--- config.mk ---
export PLATFORM = sky130hd
export DESIGN_NAME = vpc_top
export DESIGN_NICKNAME = d
export VERILOG_FILES = /design/src/rtl/vpc_pkg.sv /design/src/rtl/vpc_top.sv
export VERILOG_INCLUDE_DIRS = /design/src /design/src/rtl
export SDC_FILE = /design/constraint.sdc
export NUM_CORES = 1
export LEC_CHECK = 0
export BUFFER_PORTS_ARGS = -buffer_cell sky130_fd_sc_hd__buf_2
export CAP_MARGIN = 20
export CELL_PAD_IN_SITES_DETAIL_PLACEMENT = 0
export CELL_PAD_IN_SITES_GLOBAL_PLACEMENT = 1
export CORE_MARGIN = 5
export CORE_UTILIZATION = 33
export DETAILED_ROUTE_END_ITERATION = 16
export GPL_TIMING_DRIVEN = 0
export PLACE_DENSITY = 0.82
export SLEW_MARGIN = 20
export SYNTH_ARGS = -nofsm -noshare
export SYNTH_HDL_FRONTEND = slang
export SYNTH_SLANG_ARGS = --single-unit
export TNS_END_PERCENT = 100
--- constraint.sdc ---
create_clock -name sys_clk -period 1.7 [get_ports sys_clk]
set_input_delay 0.34 -clock sys_clk [delete_from_list [all_inputs] [get_ports sys_clk]]
set_output_delay 0.34 -clock sys_clk [all_outputs]
set_load 0.005 [all_outputs]
--- src/rtl/vpc_regs.svh ---
// Offsets, bit positions, reset values and timing counts of the control reg
`ifndef VPC_REGS_SVH
`define VPC_REGS_SVH
`define VPC_DS_OFS        8'h55
`define VPC_IO_BIAS       8'h20
`define VPC_IO_OFS        (`VPC_DS_OFS - `VPC_IO_BIAS)
`define VPC_RESET         8'h00
`define VPC_BIT_VEC_ARM   0
`define VPC_BIT_VEC_SEL   1
`define VPC_BIT_PU_OFF    4
`define VPC_BIT_BSD_ARM   5
`define VPC_BIT_BSD       6
`define VPC_ARM_CYCLES    3'h4
`define VPC_HOLD_CYCLES   2'h2
`define VPC_BSD_CYCLES    3'h3
`define VPC_BSD_TOTAL     3'h6
`define VPC_VEC_INT0_OFS  2
`endif

--- src/rtl/vpc_pkg.sv ---
// Types shared by the vector placement control block
package vpc_pkg;
   typedef logic [7:0] vpc_byte_t;
   typedef logic [1:0] vpc_fuse_t;
endpackage

--- src/rtl/vpc_top.sv ---
// Control register: vector placement, timed unlocks, pull-up disable
`timescale 1ns/1ps
`include "vpc_regs.svh"

// Contract
// - Vector base is flash start when select is zero, boot start if one.
// - Boot start address follows the boot-size fuse setting.
// - Two-kilobyte boot gives start 0x1C00 and first external vector 0x1C02.
// - Interrupts blocked from arming until after the instruction after select write.
// - Without select write, interrupts stay blocked four cycles then release.
// - Automatic blocking never touches the global interrupt enable bit.
// - Change-enable clears four cycles after write or at the select write.
// - Boot vectors with app lock programmed block interrupts in application code.
// - App vectors with boot lock programmed block interrupts in boot code.
// - Brown-out sleep-disable takes effect three cycles after it is set.
// - Brown-out is turned off only if sleep executes while disable is active.
// - Brown-out sleep-disable bit clears itself three cycles after being set.
// - Pull-up disable forces every port pull-up off, even for pattern 0b01.
// - Register decodes at data offset 0x55 and I/O offset 0x35.
module vpc_top #(
   parameter int ADDR_W          = 13,
   parameter int FLASH_WORDS     = 8192,
   parameter int MIN_BOOT_WORDS  = 128,
   parameter int PORT_PINS       = 8
) (
   input  wire logic                  sys_clk,
   input  wire logic                  resetn,
   input  wire logic [7:0]            ds_addr,
   input  wire logic                  ds_wr,
   input  wire logic [5:0]            io_addr,
   input  wire logic                  io_wr,
   input  wire vpc_pkg::vpc_byte_t    wdata,
   output      vpc_pkg::vpc_byte_t    rdata,
   input  wire vpc_pkg::vpc_fuse_t    boot_size_fuse,
   input  wire logic                  app_boot_lock_bit,
   input  wire logic                  boot_boot_lock_bit,
   input  wire logic                  exec_in_boot,
   input  wire logic                  sleep_exec,
   input  wire logic [PORT_PINS-1:0]  pin_direction_bit,
   input  wire logic [PORT_PINS-1:0]  pin_output_bit,
   output      logic [ADDR_W-1:0]     vector_base,
   output      logic [ADDR_W-1:0]     ext_int0_vector,
   output      logic                  irq_block,
   output      logic                  brownout_sleep_active,
   output      logic                  brownout_sleep_off,
   output      logic                  pullup_disable,
   output      logic [PORT_PINS-1:0]  pullup_en
);

   // Refuse sizes the address arithmetic cannot serve
   if (FLASH_WORDS != (1 << ADDR_W) || MIN_BOOT_WORDS * 8 > FLASH_WORDS ||
       PORT_PINS < 1) begin : g_bad_size
      $error("vpc_top: flash size, address width or pin count unusable");
   end

   logic       vec_arm_reg, vec_arm_next;
   logic       vec_sel_reg, vec_sel_next;
   logic       pu_off_reg;
   logic       bsd_arm_reg, bsd_arm_next;
   logic [2:0] arm_cnt_reg, arm_cnt_next;
   logic [1:0] hold_cnt_reg, hold_cnt_next;
   logic [2:0] bse_cnt_reg, bse_cnt_next;
   logic [2:0] bsd_cnt_reg, bsd_cnt_next;

   // Both address spaces reach the same byte
   wire hit_ds = ds_wr && (ds_addr == `VPC_DS_OFS);
   wire hit_io = io_wr && (io_addr == 6'(`VPC_IO_OFS));
   wire wr_hit = hit_ds || hit_io;

   // Unlock decode; a write carrying the enable bit re-arms instead
   wire vec_arm_wr = wr_hit && wdata[`VPC_BIT_VEC_ARM];
   wire vec_sel_wr = wr_hit && !wdata[`VPC_BIT_VEC_ARM] &&
                     vec_arm_reg;
   wire bsd_arm_wr = wr_hit && wdata[`VPC_BIT_BSD] && wdata[`VPC_BIT_BSD_ARM];
   wire bsd_set    = wr_hit && wdata[`VPC_BIT_BSD] &&
                     !wdata[`VPC_BIT_BSD_ARM] && bsd_arm_reg;

   // Change-enable window: four cycles, cut short by the select write
   always_comb begin
      vec_arm_next  = vec_arm_reg;
      arm_cnt_next  = arm_cnt_reg;
      vec_sel_next  = vec_sel_reg;
      hold_cnt_next = (hold_cnt_reg != 2'h0) ? hold_cnt_reg - 2'h1 : 2'h0;
      if (vec_arm_wr) begin
         vec_arm_next = 1'b1;
         arm_cnt_next = `VPC_ARM_CYCLES;
      end else if (vec_sel_wr) begin
         vec_arm_next  = 1'b0;
         arm_cnt_next  = 3'h0;
         vec_sel_next  = wdata[`VPC_BIT_VEC_SEL];
         // Two cycles: the write's own and the instruction after it
         hold_cnt_next = `VPC_HOLD_CYCLES;
      end else if (arm_cnt_reg == 3'h1) begin
         vec_arm_next = 1'b0;
         arm_cnt_next = 3'h0;
      end else if (arm_cnt_reg != 3'h0) begin
         arm_cnt_next = arm_cnt_reg - 3'h1;
      end
   end

   // Sleep-disable: four-cycle enable window, then a six-cycle life
   always_comb begin
      bsd_arm_next = bsd_arm_reg;
      bse_cnt_next = bse_cnt_reg;
      bsd_cnt_next = (bsd_cnt_reg != 3'h0) ? bsd_cnt_reg - 3'h1 : 3'h0;
      if (bsd_arm_wr) begin
         bsd_arm_next = 1'b1;
         bse_cnt_next = `VPC_ARM_CYCLES;
      end else if (bsd_set) begin
         bsd_arm_next = 1'b0;
         bse_cnt_next = 3'h0;
         bsd_cnt_next = `VPC_BSD_TOTAL;
      end else if (bse_cnt_reg == 3'h1) begin
         bsd_arm_next = 1'b0;
         bse_cnt_next = 3'h0;
      end else if (bse_cnt_reg != 3'h0) begin
         bse_cnt_next = bse_cnt_reg - 3'h1;
      end
   end

   // Bit reads one for its first three cycles, then it acts
   wire bsd_bit      = bsd_cnt_reg > `VPC_BSD_CYCLES;
   wire bsd_act_next = (bsd_cnt_next != 3'h0) &&
                       (bsd_cnt_next <= `VPC_BSD_CYCLES);

   // Boot start is flash end minus the fuse-chosen boot size
   wire [ADDR_W:0] boot_words =
      (ADDR_W+1)'(MIN_BOOT_WORDS) << (2'h3 - boot_size_fuse);
   wire [ADDR_W-1:0] boot_start =
      ADDR_W'((ADDR_W+1)'(FLASH_WORDS) - boot_words);
   wire [ADDR_W-1:0] base_next = vec_sel_next ? boot_start : '0;

   // Lock-bit suppression depends on where code runs
   wire lock_block = (vec_sel_next && app_boot_lock_bit && !exec_in_boot) ||
                     (!vec_sel_next && boot_boot_lock_bit && exec_in_boot);
   // Separate line, so the global enable bit elsewhere stays untouched
   wire block_next = vec_arm_next || (hold_cnt_next != 2'h0) || lock_block;

   // Readback; unused bits read zero
   wire [7:0] rd_next = {1'b0, bsd_bit, bsd_arm_reg, pu_off_reg, 2'b00,
                         vec_sel_reg, vec_arm_reg};

   // Pull-ups only for input pins with output bit set, unless disabled
   wire [PORT_PINS-1:0] pu_next =
      ~pin_direction_bit & pin_output_bit & {PORT_PINS{~pu_off_reg}};

   // State flops; reset clears the whole register
   always_ff @(posedge sys_clk or negedge resetn) begin
      if (!resetn) begin
         vec_arm_reg  <= 1'b0;
         vec_sel_reg  <= 1'b0;
         pu_off_reg   <= 1'b0;
         bsd_arm_reg  <= 1'b0;
         arm_cnt_reg  <= 3'h0;
         hold_cnt_reg <= 2'h0;
         bse_cnt_reg  <= 3'h0;
         bsd_cnt_reg  <= 3'h0;
      end else begin
         vec_arm_reg  <= vec_arm_next;
         vec_sel_reg  <= vec_sel_next;
         bsd_arm_reg  <= bsd_arm_next;
         arm_cnt_reg  <= arm_cnt_next;
         hold_cnt_reg <= hold_cnt_next;
         bse_cnt_reg  <= bse_cnt_next;
         bsd_cnt_reg  <= bsd_cnt_next;
         if (wr_hit)
            pu_off_reg <= wdata[`VPC_BIT_PU_OFF];
      end
   end

   // Output flops
   always_ff @(posedge sys_clk or negedge resetn) begin
      if (!resetn) begin
         rdata                 <= `VPC_RESET;
         vector_base           <= '0;
         ext_int0_vector       <= ADDR_W'(`VPC_VEC_INT0_OFS);
         irq_block             <= 1'b0;
         brownout_sleep_active <= 1'b0;
         brownout_sleep_off    <= 1'b0;
         pullup_disable        <= 1'b0;
         pullup_en             <= '0;
      end else begin
         rdata                 <= rd_next;
         vector_base           <= base_next;
         ext_int0_vector       <= base_next + ADDR_W'(`VPC_VEC_INT0_OFS);
         irq_block             <= block_next;
         brownout_sleep_active <= bsd_act_next;
         brownout_sleep_off    <= sleep_exec && brownout_sleep_active;
         pullup_disable        <= pu_off_reg;
         pullup_en             <= pu_next;
      end
   end
endmodule // vpc_top

## Word level (Yosys, flattened, before mapping)

Cells that the tools add are included.

- Input port bits: 48
- Word-level logic and storage cells: 89
- Flip-flop bits (word level): 58
- Output and inout bits: 46

- Bitwise operators: 4
- Shifts and indexed selects: 1
- Add/subtract/negate cells: 7
- Muxes and demuxes: 23
- Order comparisons: 2
- Reduce and logical (&&, ||, !) cells: 32
- Equal/unequal tests: 4

Operators with widths:

| kind | count |
|---|---|
| 3-bit two-way mux | 11 |
| 8-bit bitwise AND | 2 |
| 1-bit logical AND | 15 |
| 3-bit nonzero test | 5 |
| 13-bit by 2-bit adder with 13-bit output, second input constant | 1 |
| 13-bit two-way mux | 1 |
| 8-bit by 2-bit left shift with 13-bit output, first input constant | 1 |
| 1-bit by 13-bit subtractor with 13-bit output, first input constant | 1 |
| 3-bit by 1-bit subtractor with 3-bit output, second input constant | 3 |
| 8-bit by 7-bit == test with 1-bit output, second input constant | 1 |
| 1-bit two-way mux | 8 |
| 8-bit inverter | 1 |
| 4-bit nonzero test | 2 |
| 3-bit by 1-bit == test with 1-bit output, second input constant | 2 |
| 6-bit == test, second input constant | 1 |
| 2-bit two-way mux | 3 |
| 1-bit zero test | 4 |
| 1-bit logical OR | 4 |
| 2-bit nonzero test | 2 |
| 3-bit by 2-bit greater-than comparator with 1-bit output, second input constant | 1 |
| 3-bit by 2-bit <= comparator with 1-bit output, second input constant | 1 |
| 2-bit by 1-bit subtractor with 2-bit output, second input constant | 1 |
| 2-bit subtractor, first input constant | 1 |
| 1-bit inverter | 1 |

## Logic depth before layout (Yosys ltp)

Gate-level depths: netlist of run 1.

- Word-level depth: 12
- Mapped depth: 7
- Gate-level depth less buffers: 7

## Least setup slack after synthesis of run 1

OpenSTA, ideal clock, no wires.

- Kind: in2reg
- Start: in ds_addr[3]
- End: reg ext_int0_vector[8]
- Data required time: 1.581 ns
- Setup time: 0.119 ns
- Path slack: 0.099 ns
- Arrival time: 1.482 ns
- Cell stages on the path: 6
- Path buffers: 0
- Cell sequence: or3b_4 nor4_4 nor2_2 a21oi_4 inv_2 and2_1

- Word-level cells in the longest chain between the ends: 9
- Elaborated cells on any way between the ends: 10
- Those cells by class: add/sub (1); eq/ne (1); mux (3); reduce/logical (5)

RTL lines:

| what | line | RTL |
|---|---|---|
| from (decl) | vpc_top.sv:28 | `input wire logic [7:0] ds_addr,` |
| 8-bit by 7-bit == test with 1-bit output (no line) (*) | - |  |
| 1-bit logical AND (*) | vpc_top.sv:66 | `` wire hit_ds = ds_wr && (ds_addr == `VPC_DS_OFS); `` |
| 1-bit logical OR (*) | vpc_top.sv:68 | `wire wr_hit = hit_ds \|\| hit_io;` |
| 1-bit logical AND (2 in series) | vpc_top.sv:72 | `` wire vec_sel_wr = wr_hit && !wdata[`VPC_BIT_VEC_ARM] && `` |
| 1-bit two-way mux | vpc_top.sv:87 | `end else if (vec_sel_wr) begin` |
| 1-bit two-way mux (*) | vpc_top.sv:84 | `if (vec_arm_wr) begin` |
| named net vec_sel_next | vpc_top.sv:57 | `logic vec_sel_reg, vec_sel_next;` |
| 13-bit two-way mux (*) | vpc_top.sv:131 | `wire [ADDR_W-1:0] base_next = vec_sel_next ? boot_start : '0;` |
| named net base_next[8] | vpc_top.sv:131 |  |
| 13-bit by 2-bit adder with 13-bit output (*) | vpc_top.sv:185 | `` ext_int0_vector <= base_next + ADDR_W'(`VPC_VEC_INT0_OFS); `` |
| to (signal assigned) | vpc_top.sv:176 | `` ext_int0_vector <= ADDR_W'(`VPC_VEC_INT0_OFS); `` |
| to (signal assigned) | vpc_top.sv:185 |  |
| to (decl) | vpc_top.sv:42 | `output logic [ADDR_W-1:0] ext_int0_vector,` |

The timed path passes the listed nets; every way through them passes the cells marked *.
A chain may end at the register's enable or synchronous reset.

## Worst setup path in the final report of run 1

Ends and elaborated chain as after synthesis.

==> results_dict.tcl, run 1 <==
set metrics [dict create \
    largest_reg_flops 8 \
    yosysUniqueCellTypes 35 \
    finalSetupViolCount 0 \
    grt_pass1_vias 1365 \
    r2r_setup_slack_ns 0.20 \
    fin_skew_ns 0.00603 \
    regMostFlops "pullup_en" \
    final.fill_count 535 \
    netlist_area_sq_mm 0.00181 \
    start_util_pct 33.4 \
    wirelength_mm 3.52 \
    synth_area_per_cell_sq_um 10.4 \
    dieArea_sq_mm 0.00705 \
    dp_cells 333 \
    clk_pin_slew_ns 0.07 \
    core.rowCount 27 \
    cts_sinks 37 \
    dr.first_iter.drc_count 39 \
    insertion_delay_ns 0.28 \
    powerDensity_mw_per_mm2 1020 \
    hp-class "in2async" \
    setup.worst_path.end_class "flip-flop" \
    cts_buffer_depth 2 \
    status "complete, no violations" \
    finalCritPeriodShare_pct 90.0 \
    crit_path_max_fanout 7 \
    core_region_area_sq_mm 0.00541 \
    die_w_microns 84.0 \
    via_per_inst 4.11 \
    cts_tree "built" \
    seq_area_frac_synth_pct 51.2 \
    dr.pass1.iters 4 \
    gp_congestion 0.725 \
    yosys_warnings 0 \
    layout_setup_ws_ns 0.170 \
    multiInputGateArea_sq_um 721 \
    dpl_cell_area_sq_mm 0.00232 \
    grt_pass1_wl_mm 6.09 \
    globalRouteTotalUtil_pct 10.6 \
    rsz0062_at_grt "no" \
    port_buffers 73 \
    wl_per_cell_microns 10.3 \
    postLayoutCellArea_sq_mm 0.00245 \
    cp.arrival_ns 1.71 \
    cts_root_buf "clkbuf_8" \
    post-route-min-period_ns 1.53 \
    antenna_found_initial 0 \
    grt_overflow 0 \
    htree_levels 2 \
    stdcell_count 341 \
    via_count 1402 \
    slew_headroom_pct 48.1 \
    area_delta_synth_final_pct 35.5 \
    final_hold_viol_count 0 \
    dp_hpwl_mm 2.82 \
    slew_violations 0 \
    top_regs "pullup_en x8, ext_int0_vector x6, rdata x5" \
    tightest_slew_ns 0.778 \
    cp-start-kind "input port" \
    drive_above_1_share_pct 42.0 \
    top_level_ports 94 \
    max_freq_ghz 0.654 \
    fp.dieH_microns 84.0 \
    synthCells 173 \
    grt_max_degree 38 \
    crit_type "in2reg" \
    cap_viol_max_count 0 \
    place_ws_ns -0.134 \
    ys_ff_latch 37 \
    route.detailed.drc 0 \
    fin_nets 323 \
    drtAntennaViolNets 0 \
    ir_drop_v 0.000474 \
    required_ns 1.88 \
    seq_area_sq_um 927 \
    cts_made_buffers 5 \
    diodes 0 \
    power_leakage_uw 0.00142 \
    post-cts-setup-buffers 0 \
]
cell usage after synthesis:
cell type  number  area (sq um)
a211o_1         1          8.76
a211oi_1        3          22.5
a21o_1          4          30.0
a21oi_1         3          15.0
a21oi_4         1          16.3
a2bb2oi_1       1          8.76
a31oi_1         1          6.26
and2_1          3          18.8
and4b_1         1          10.0
buf_4          24           180
clkbuf_1        3          11.3
conb_1          2          7.51
dfrtp_1        37           926
ha_1            7          87.6
inv_1           8          30.0
inv_2           1          3.75
mux2i_1         2          20.0
nand2_1        16          60.1
nand2b_1        6          37.5
nand3_1         3          15.0
nand4_1         1          6.26
nand4b_1        2          17.5
nor2_1         17          63.8
nor2_2          1          6.26
nor3_1          5          25.0
nor3b_1         9          67.6
nor4_2          1          12.5
nor4_4          1          21.3
nor4b_1         1          8.76
o211a_1         1          10.0
o21a_2          1          8.76
o21ai_0         3          15.0
o311ai_1        1          8.76
o32ai_1         1          8.76
or3b_4          1          11.3
path summary, 6_finish.rpt:
path                                         from                           end  cells past startpoint
hold reg to reg            pu_off_reg$_DFFE_PN0N_            rdata[4]$_DFF_PN0_                      0
setup / recovery                       ds_addr[3]  ext_int0_vector[8]$_DFF_PN0_                      7
min in group sys_clk         pin_direction_bit[1]        pullup_en[1]$_DFF_PN0_                      2
hold / removal                             resetn            rdata[5]$_DFF_PN0_                      1
setup reg to reg            vec_arm_reg$_DFF_PN0_  ext_int0_vector[8]$_DFF_PN0_                      6
max in group asynchronous                  resetn         vec_arm_reg$_DFF_PN0_                      1
kinds of logic (layout without fill, tap and decap cells):
logic type	Yosys count	count (layout)	share of synthesized area (%)
AOI/OAI and AO/OA	21	21	8.80
adders and majority gates	7	7	4.85
buffers and inverters	36	117	12.5
DFF	37	37	51.2
muxes	2	2	1.11
other	2	17	0.416
and+or+nand+nor	68	68	21.1
metal layers:
metal  vias up  part of all wire [%]  global-route usage (%)
met5         -                     0                       0
met4         0                   1.8                    4.39
met3         6                    10                    4.05
met2        70                    42                    15.7
met1       599                    46                    13.7
li1        727                     -                       -
layout make-up:
type | instances | area share [%]
Sequential cell | 37 | 37.9
Multi-Input combinational cell | 115 | 29.4
Timing Repair Buffer | 73 | 14.9
Buffer | 27 | 7.82
Tap cell | 72 | 3.68
Clock buffer | 6 | 3.37
Clock inverter | 2 | 1.53
Inverter | 9 | 1.38
stage by stage:
stage / hold WS (ns) / setup TNS, ns / total power, uW / utilization, %
2_1_floorplan: 0.0444 / 0 / 1540 / -
3_3_place_gp: 0.356 / -0.436 / 1720 / 42.9
3_5_place_dp: 0.362 / -0.584 / 1730 / 42.9
4_1_cts: 0.169 / 0 / 2530 / 45.1
5_1_grt: 0.193 / 0 / 2680 / 45.3
6_report: 0.128 / 0 / 2510 / 45.3
critical path: stages:
cell     delay (ns)
buf_2          0.10
or3b_4         0.40
nor4_4         0.29
nor2_2         0.12
a21oi_4        0.26
inv_2          0.05
and2_1         0.15
where the power goes:
group	internal [uW]	total [uW]	switching, uW	leakage (uW)
clock	477	779	302	0.0000574
sequential	991	1070	79.7	0.000492
combinational	324	656	332	0.000870
total	1790	2510	714	0.00142
cell usage in the layout (no fill, tap or decap), types with 2 or more instances in the layout:
cell type  count
nor4_4         2
a21oi_1        3
buf_2         73
nand4b_1       2
conb_1        17
nand2b_1       6
clkbuf_1       3
a21o_1         4
nor3b_1        9
o21ai_0        3
clkbuf_8       6
inv_1          8
buf_4         24
nor3_1         5
dfrtp_1       36
nor2_1        17
nand3_1        3
a211oi_1       3
ha_1           7
nand2_1       16
and2_1         3
mux2i_1        2
what timing repair did:
item                       CTS  global route
resized for setup            0             2
setup endpoints to repair    0             7
hold buffers                 0             0
(Power assumes the default switching activity.)
==> inputs of run 2 (changes only) <==
CAP_MARGIN = default   (was 20)
CORE_MARGIN = 1.5   (was 5)
RECOVER_POWER = 25   (was default)
==> run 2 against run 1 <==
  * Sequential share of layout area up 0.48 points
  * Worst setup slack worse by 0.038 ns
  * Hold slack better by 0.048 ns
  * Register-to-register slack worse by 0.07 ns
  * Clock power down 26%
  * Final cell count down 0.59%
  * Power down 8.4%
  * Clock skew down 0.0022 ns
  * Critical path depth down 1
  * Die area down 16%
  * Via count up 2.3%
==> results_dict.tcl, run 2 (synthesis gave the netlist of run 1 again) <==
set metrics [dict create \
    insertion_delay_ns 0.28 \
    power_leakage_uw 0.00141 \
    ir_drop_v 0.000362 \
    place_ws_ns -0.136 \
    final_hold_viol_count 0 \
    cts_tree "built" \
    htree_levels 2 \
    core_region_area_sq_mm 0.00520 \
    powerDensity_mw_per_mm2 950 \
    regMostFlops "pullup_en" \
    status "complete, no violations" \
    antenna_found_initial 0 \
    top_regs "pullup_en x8, ext_int0_vector x6, rdata x5" \
    grt_pass1_vias 1196 \
    cp-endpoint "ext_int0_vector[8]$_DFF_PN0_" \
    port_buffers 73 \
    r2r_setup_slack_ns 0.13 \
    layout_common_cells "buf_2 (72), dfrtp_1 (37), buf_4 (24)" \
    via_per_inst 4.23 \
    cts_made_buffers 5 \
    grt_pass1_wl_mm 5.22 \
    gp_congestion 0.720 \
    cp-start-kind "flip-flop" \
    dieArea_sq_mm 0.00593 \
    wl_per_cell_microns 9.80 \
    start_util_pct 34.7 \
    crit_type "reg2reg" \
    globalRouteTotalUtil_pct 11.2 \
    slew_headroom_pct 39.7 \
    cp_slowest_cell "dfrtp_1" \
    clk_pin_slew_ns 0.07 \
    reg2reg_depth 6 \
    crit_chain "nand2b_1 > nor4_4 > nor2_2 > a21oi_4 > inv_2 > and2_1" \
    fin_nets 323 \
    layout_commonest_cell "buf_2" \
    wirelength_mm 3.32 \
    dr.first_iter.drc_count 29 \
    die_w_microns 77.0 \
    worst_r2r_endpoint "ext_int0_vector[8]$_DFF_PN0_" \
    fp.dieH_microns 77.0 \
    postLayoutCellArea_sq_mm 0.00241 \
    grt_max_degree 38 \
    largest_reg_flops 8 \
    cts_sinks 37 \
    drive_above_1_share_pct 41.6 \
    crit_path_max_fanout 7 \
    via_count 1434 \
    dpl_cell_area_sq_mm 0.00232 \
    post-route-min-period_ns 1.57 \
    setup-tns-final_ns 0 \
    finalCritPeriodShare_pct 92.3 \
    cts_root_buf "clkbuf_8" \
    startpoint "vec_arm_reg$_DFF_PN0_" \
    setup.worst_path.end_class "flip-flop" \
    rsz0062_at_grt "no" \
    r2r-start "vec_arm_reg$_DFF_PN0_" \
    dp_hpwl_mm 2.56 \
    route.detailed.drc 0 \
    slowest_delay_ns 0.45 \
    power_uw 2290 \
    top_level_ports 94 \
    max_freq_ghz 0.638 \
    required_ns 1.87 \
    cp.arrival_ns 1.74 \
    cts_buffer_depth 2 \
    ctsHoldBuffers 0 \
    cap_viol_max_count 0 \
    finalSetupViolCount 0 \
    drtAntennaViolNets 0 \
    diodes 0 \
    tightest_slew_ns 0.904 \
    slew_violations 0 \
    hp-class "in2async" \
    fin_skew_ns 0.00386 \
    grt_overflow 0 \
    core.rowCount 26 \
    layout_setup_ws_ns 0.132 \
    area_delta_synth_final_pct 33.7 \
    dr.pass1.iters 4 \
]
run 2: cell type report:
| cell class | count | area, sq um |
|---|---|---|
| Clock inverter | 2 | 10.0 |
| Clock buffer | 6 | 72.6 |
| Tap cell | 70 | 87.6 |
| Timing Repair Buffer | 73 | 365 |
| Buffer | 27 | 191 |
| Sequential cell | 37 | 926 |
| Fill cell | 506 | 2790 |
| Multi-Input combinational cell | 115 | 728 |
| Inverter | 9 | 33.8 |
run 2: layer usage:
layer | track usage, % | wire length [microns] | vias to the layer above
li1 | - | - | 730
met1 | 14.7 | 1580 | 624
met2 | 16.5 | 1390 | 75
met3 | 4.05 | 318 | 5
met4 | 4.91 | 37 | 0
met5 | 0 | 0 | -
run 2: power breakdown:
part | internal (uW) | switching (uW) | total [uW]
Clock | 284 | 295 | 579
Combinational | 321 | 325 | 646
Sequential | 991 | 79.0 | 1070
Total | 1600 | 699 | 2290
run 2: worst min-delay path by stage:
stage	start	cells after the start	slack, ns	endpoint
finish	resetn	1	0.18	brownout_sleep_active$_DFF_PN0_
global route	pin_direction_bit[7]	2	0.19	pullup_en[7]$_DFF_PN0_
CTS	resetn	1	0.17	bsd_cnt_reg[0]$_DFF_PN0_
detailed placement	pu_off_reg$_DFFE_PN0N_	0	0.36	rdata[4]$_DFF_PN0_
global placement	pu_off_reg$_DFFE_PN0N_	0	0.36	rdata[4]$_DFF_PN0_
floorplan	resetn	0	0.04	arm_cnt_reg[0]$_DFFE_PN0P_
run 2: what timing repair did:
action,4_1_cts,5_1_grt
buffers inserted,0,0
setup endpoints to repair,0,2
gates resized for setup,0,2
run 2: critical path: cells and delay by family (launching register included):
| family | cells | cell delay (ns) |
|---|---|---|
| AOI/OAI and AO/OA | 1 | 0.27 |
| buffers and inverters | 1 | 0.05 |
| DFF | 1 | 0.45 |
| and+or+nand+nor | 4 | 0.68 |
run 2: stage by stage:
stage | hold WS (ns) | utilization [%] | cells
after floorplan | 0.0444 | - | 188
after global placement | 0.358 | 44.5 | 331
after detailed placement | 0.359 | 44.5 | 331
after CTS | 0.171 | 46.1 | 339
after global routing | 0.186 | 46.4 | 339
final | 0.176 | 46.4 | 339
==> inputs of run 3 (changes only) <==
CORE_ASPECT_RATIO = 0.8   (was default)
==> run 3 against run 2 <==
  * Combinational power about the same
  * Worst setup slack improved by 0.027 ns
  * Flip-flop and latch count unchanged
  * Largest cell class unchanged
  * Count of clock-buffer cells in the layout unchanged
  * Final cell count decreased by 2.1%
  * Maximum frequency increased by 1.7%
  * Clock power increased by 7.8%
  * Clock skew increased by 0.0036 ns
  * Highest routed layer unchanged
  * Power increased by 2.3%
  * Sequential power about the same
  * Routed wire length increased by 4.5%
  * Hold slack got worse by 0.0072 ns
==> results_dict.tcl, run 3 (synthesis gave the netlist of run 1 again) <==
set metrics [dict create \
    status "complete, no violations" \
    drtAntennaViolNets 0 \
    ctsHoldBuffers 0 \
    via_per_inst 4.26 \
    via_count 1414 \
    power_uw 2350 \
    multiInputGateArea_sq_um 721 \
    powerDensity_mw_per_mm2 970 \
    crit_type "reg2reg" \
    port_buffers 73 \
    antenna_found_initial 0 \
    htree_levels 2 \
    largest_reg_flops 8 \
    globalRouteTotalUtil_pct 12.1 \
    dpl_cell_area_sq_mm 0.00231 \
    layout_common_cells "buf_2 (72), dfrtp_1 (36), buf_4 (25)" \
    clk_pin_slew_ns 0.08 \
    top_level_ports 94 \
    grt_max_degree 38 \
    max_freq_ghz 0.649 \
    layout_setup_ws_ns 0.158 \
    fin_hold_ws_ns 0.168 \
    rsz0062_at_grt "no" \
    final_hold_viol_count 0 \
    regMostFlops "pullup_en" \
    route.detailed.drc 0 \
    area_delta_synth_final_pct 33.9 \
    layout_commonest_cell "buf_2" \
    start_util_pct 35.1 \
    fin_nets 324 \
    required_ns 1.87 \
    crit_path_max_fanout 7 \
    slew_violations 0 \
    wl_per_cell_microns 10.5 \
    place_ws_ns -0.133 \
    cp.arrival_ns 1.71 \
    dieArea_sq_mm 0.00593 \
    wirelength_mm 3.47 \
    core_region_area_sq_mm 0.00515 \
    cts_root_buf "clkbuf_8" \
    cap_viol_max_count 0 \
    dp_hpwl_mm 2.78 \
    final_util_pct 47.0 \
    gp_congestion 0.718 \
    cts_buffer_depth 2 \
    grt_pass1_vias 1295 \
    drive_above_1_share_pct 42.2 \
    hp-class "in2async" \
    core.rowCount 23 \
    power_leakage_uw 0.00142 \
    die_w_microns 85.7 \
    slew_headroom_pct 40.7 \
    diodes 0 \
    insertion_delay_ns 0.28 \
    final.fill_count 495 \
    fin_skew_ns 0.00748 \
    cts_tree "built" \
    dr.first_iter.drc_count 51 \
    finalCritPeriodShare_pct 90.7 \
    grt_overflow 0 \
    tightest_slew_ns 0.889 \
    post-route-min-period_ns 1.54 \
    top_regs "pullup_en x8, ext_int0_vector x6, rdata x5" \
    ir_drop_v 0.000360 \
    finalSetupViolCount 0 \
    fp.dieH_microns 69.2 \
    grt_pass1_wl_mm 5.78 \
    dr.pass1.iters 4 \
    setup.worst_path.end_class "flip-flop" \
    postLayoutCellArea_sq_mm 0.00242 \
    seq_area_sq_um 927 \
    cp-start-kind "flip-flop" \
    cts_sinks 37 \
    cts_made_buffers 5 \
]
-- run 3: layout make-up --
| type | instances | share of cell area [%] |
|---|---|---|
| Inverter | 9 | 1.40 |
| Timing Repair Buffer | 74 | 15.4 |
| Sequential cell | 37 | 38.3 |
| Tap cell | 62 | 3.21 |
| Multi-Input combinational cell | 115 | 29.8 |
| Clock inverter | 2 | 0.569 |
| Clock buffer | 6 | 3.41 |
| Buffer | 27 | 7.91 |
-- run 3: power breakdown --
part	leakage, uW	switching (uW)	total, uW	internal [uW]
clock	0.0000512	296	624	328
combinational	0.000874	324	647	324
sequential	0.000492	84.8	1080	991
total	0.00142	704	2350	1640
-- run 3: worst max-delay path, cell delays in order (launching register included) --
cell and delay (ns):
dfrtp_2 0.43, nand2b_1 0.16, nor4_4 0.31, nor2_2 0.10, a21oi_4 0.24, inv_2 0.05, and2_1 0.15
-- run 3: through the flow --
stage                     setup TNS [ns]  std cells
after floorplan                        0        188
after global placement            -0.593        323
after detailed placement          -0.703        323
after CTS                              0        331
after global routing                   0        332
final                                  0        332
-- run 3: metal layers --
metal	share of wire (%)	track usage [%]
met3	7.0	4.17
met1	45	15.5
met4	0.35	3.05
met5	0	0
met2	48	19.5
-- run 3: worst paths after layout --
check / end / slack, ns / from / cells after the start
worst max-delay path: ext_int0_vector[8]$_DFF_PN0_ / 0.16 / vec_arm_reg$_DFF_PN0_ / 6
worst min-delay path: arm_cnt_reg[0]$_DFFE_PN0P_ / 0.17 / resetn / 1
worst max register to register: ext_int0_vector[8]$_DFF_PN0_ / 0.16 / vec_arm_reg$_DFF_PN0_ / 6
worst min register to register: rdata[4]$_DFF_PN0_ / 0.37 / pu_off_reg$_DFFE_PN0N_ / 0
max in group asynchronous: vec_arm_reg$_DFF_PN0_ / 0.92 / resetn / 1
min in group sys_clk: pullup_en[3]$_DFF_PN0_ / 0.21 / pin_direction_bit[3] / 2
-- run 3: timing repair --
action,CTS,global route
setup buffers,0,1
endpoints found under the setup margin,0,2
gates resized for setup,0,2
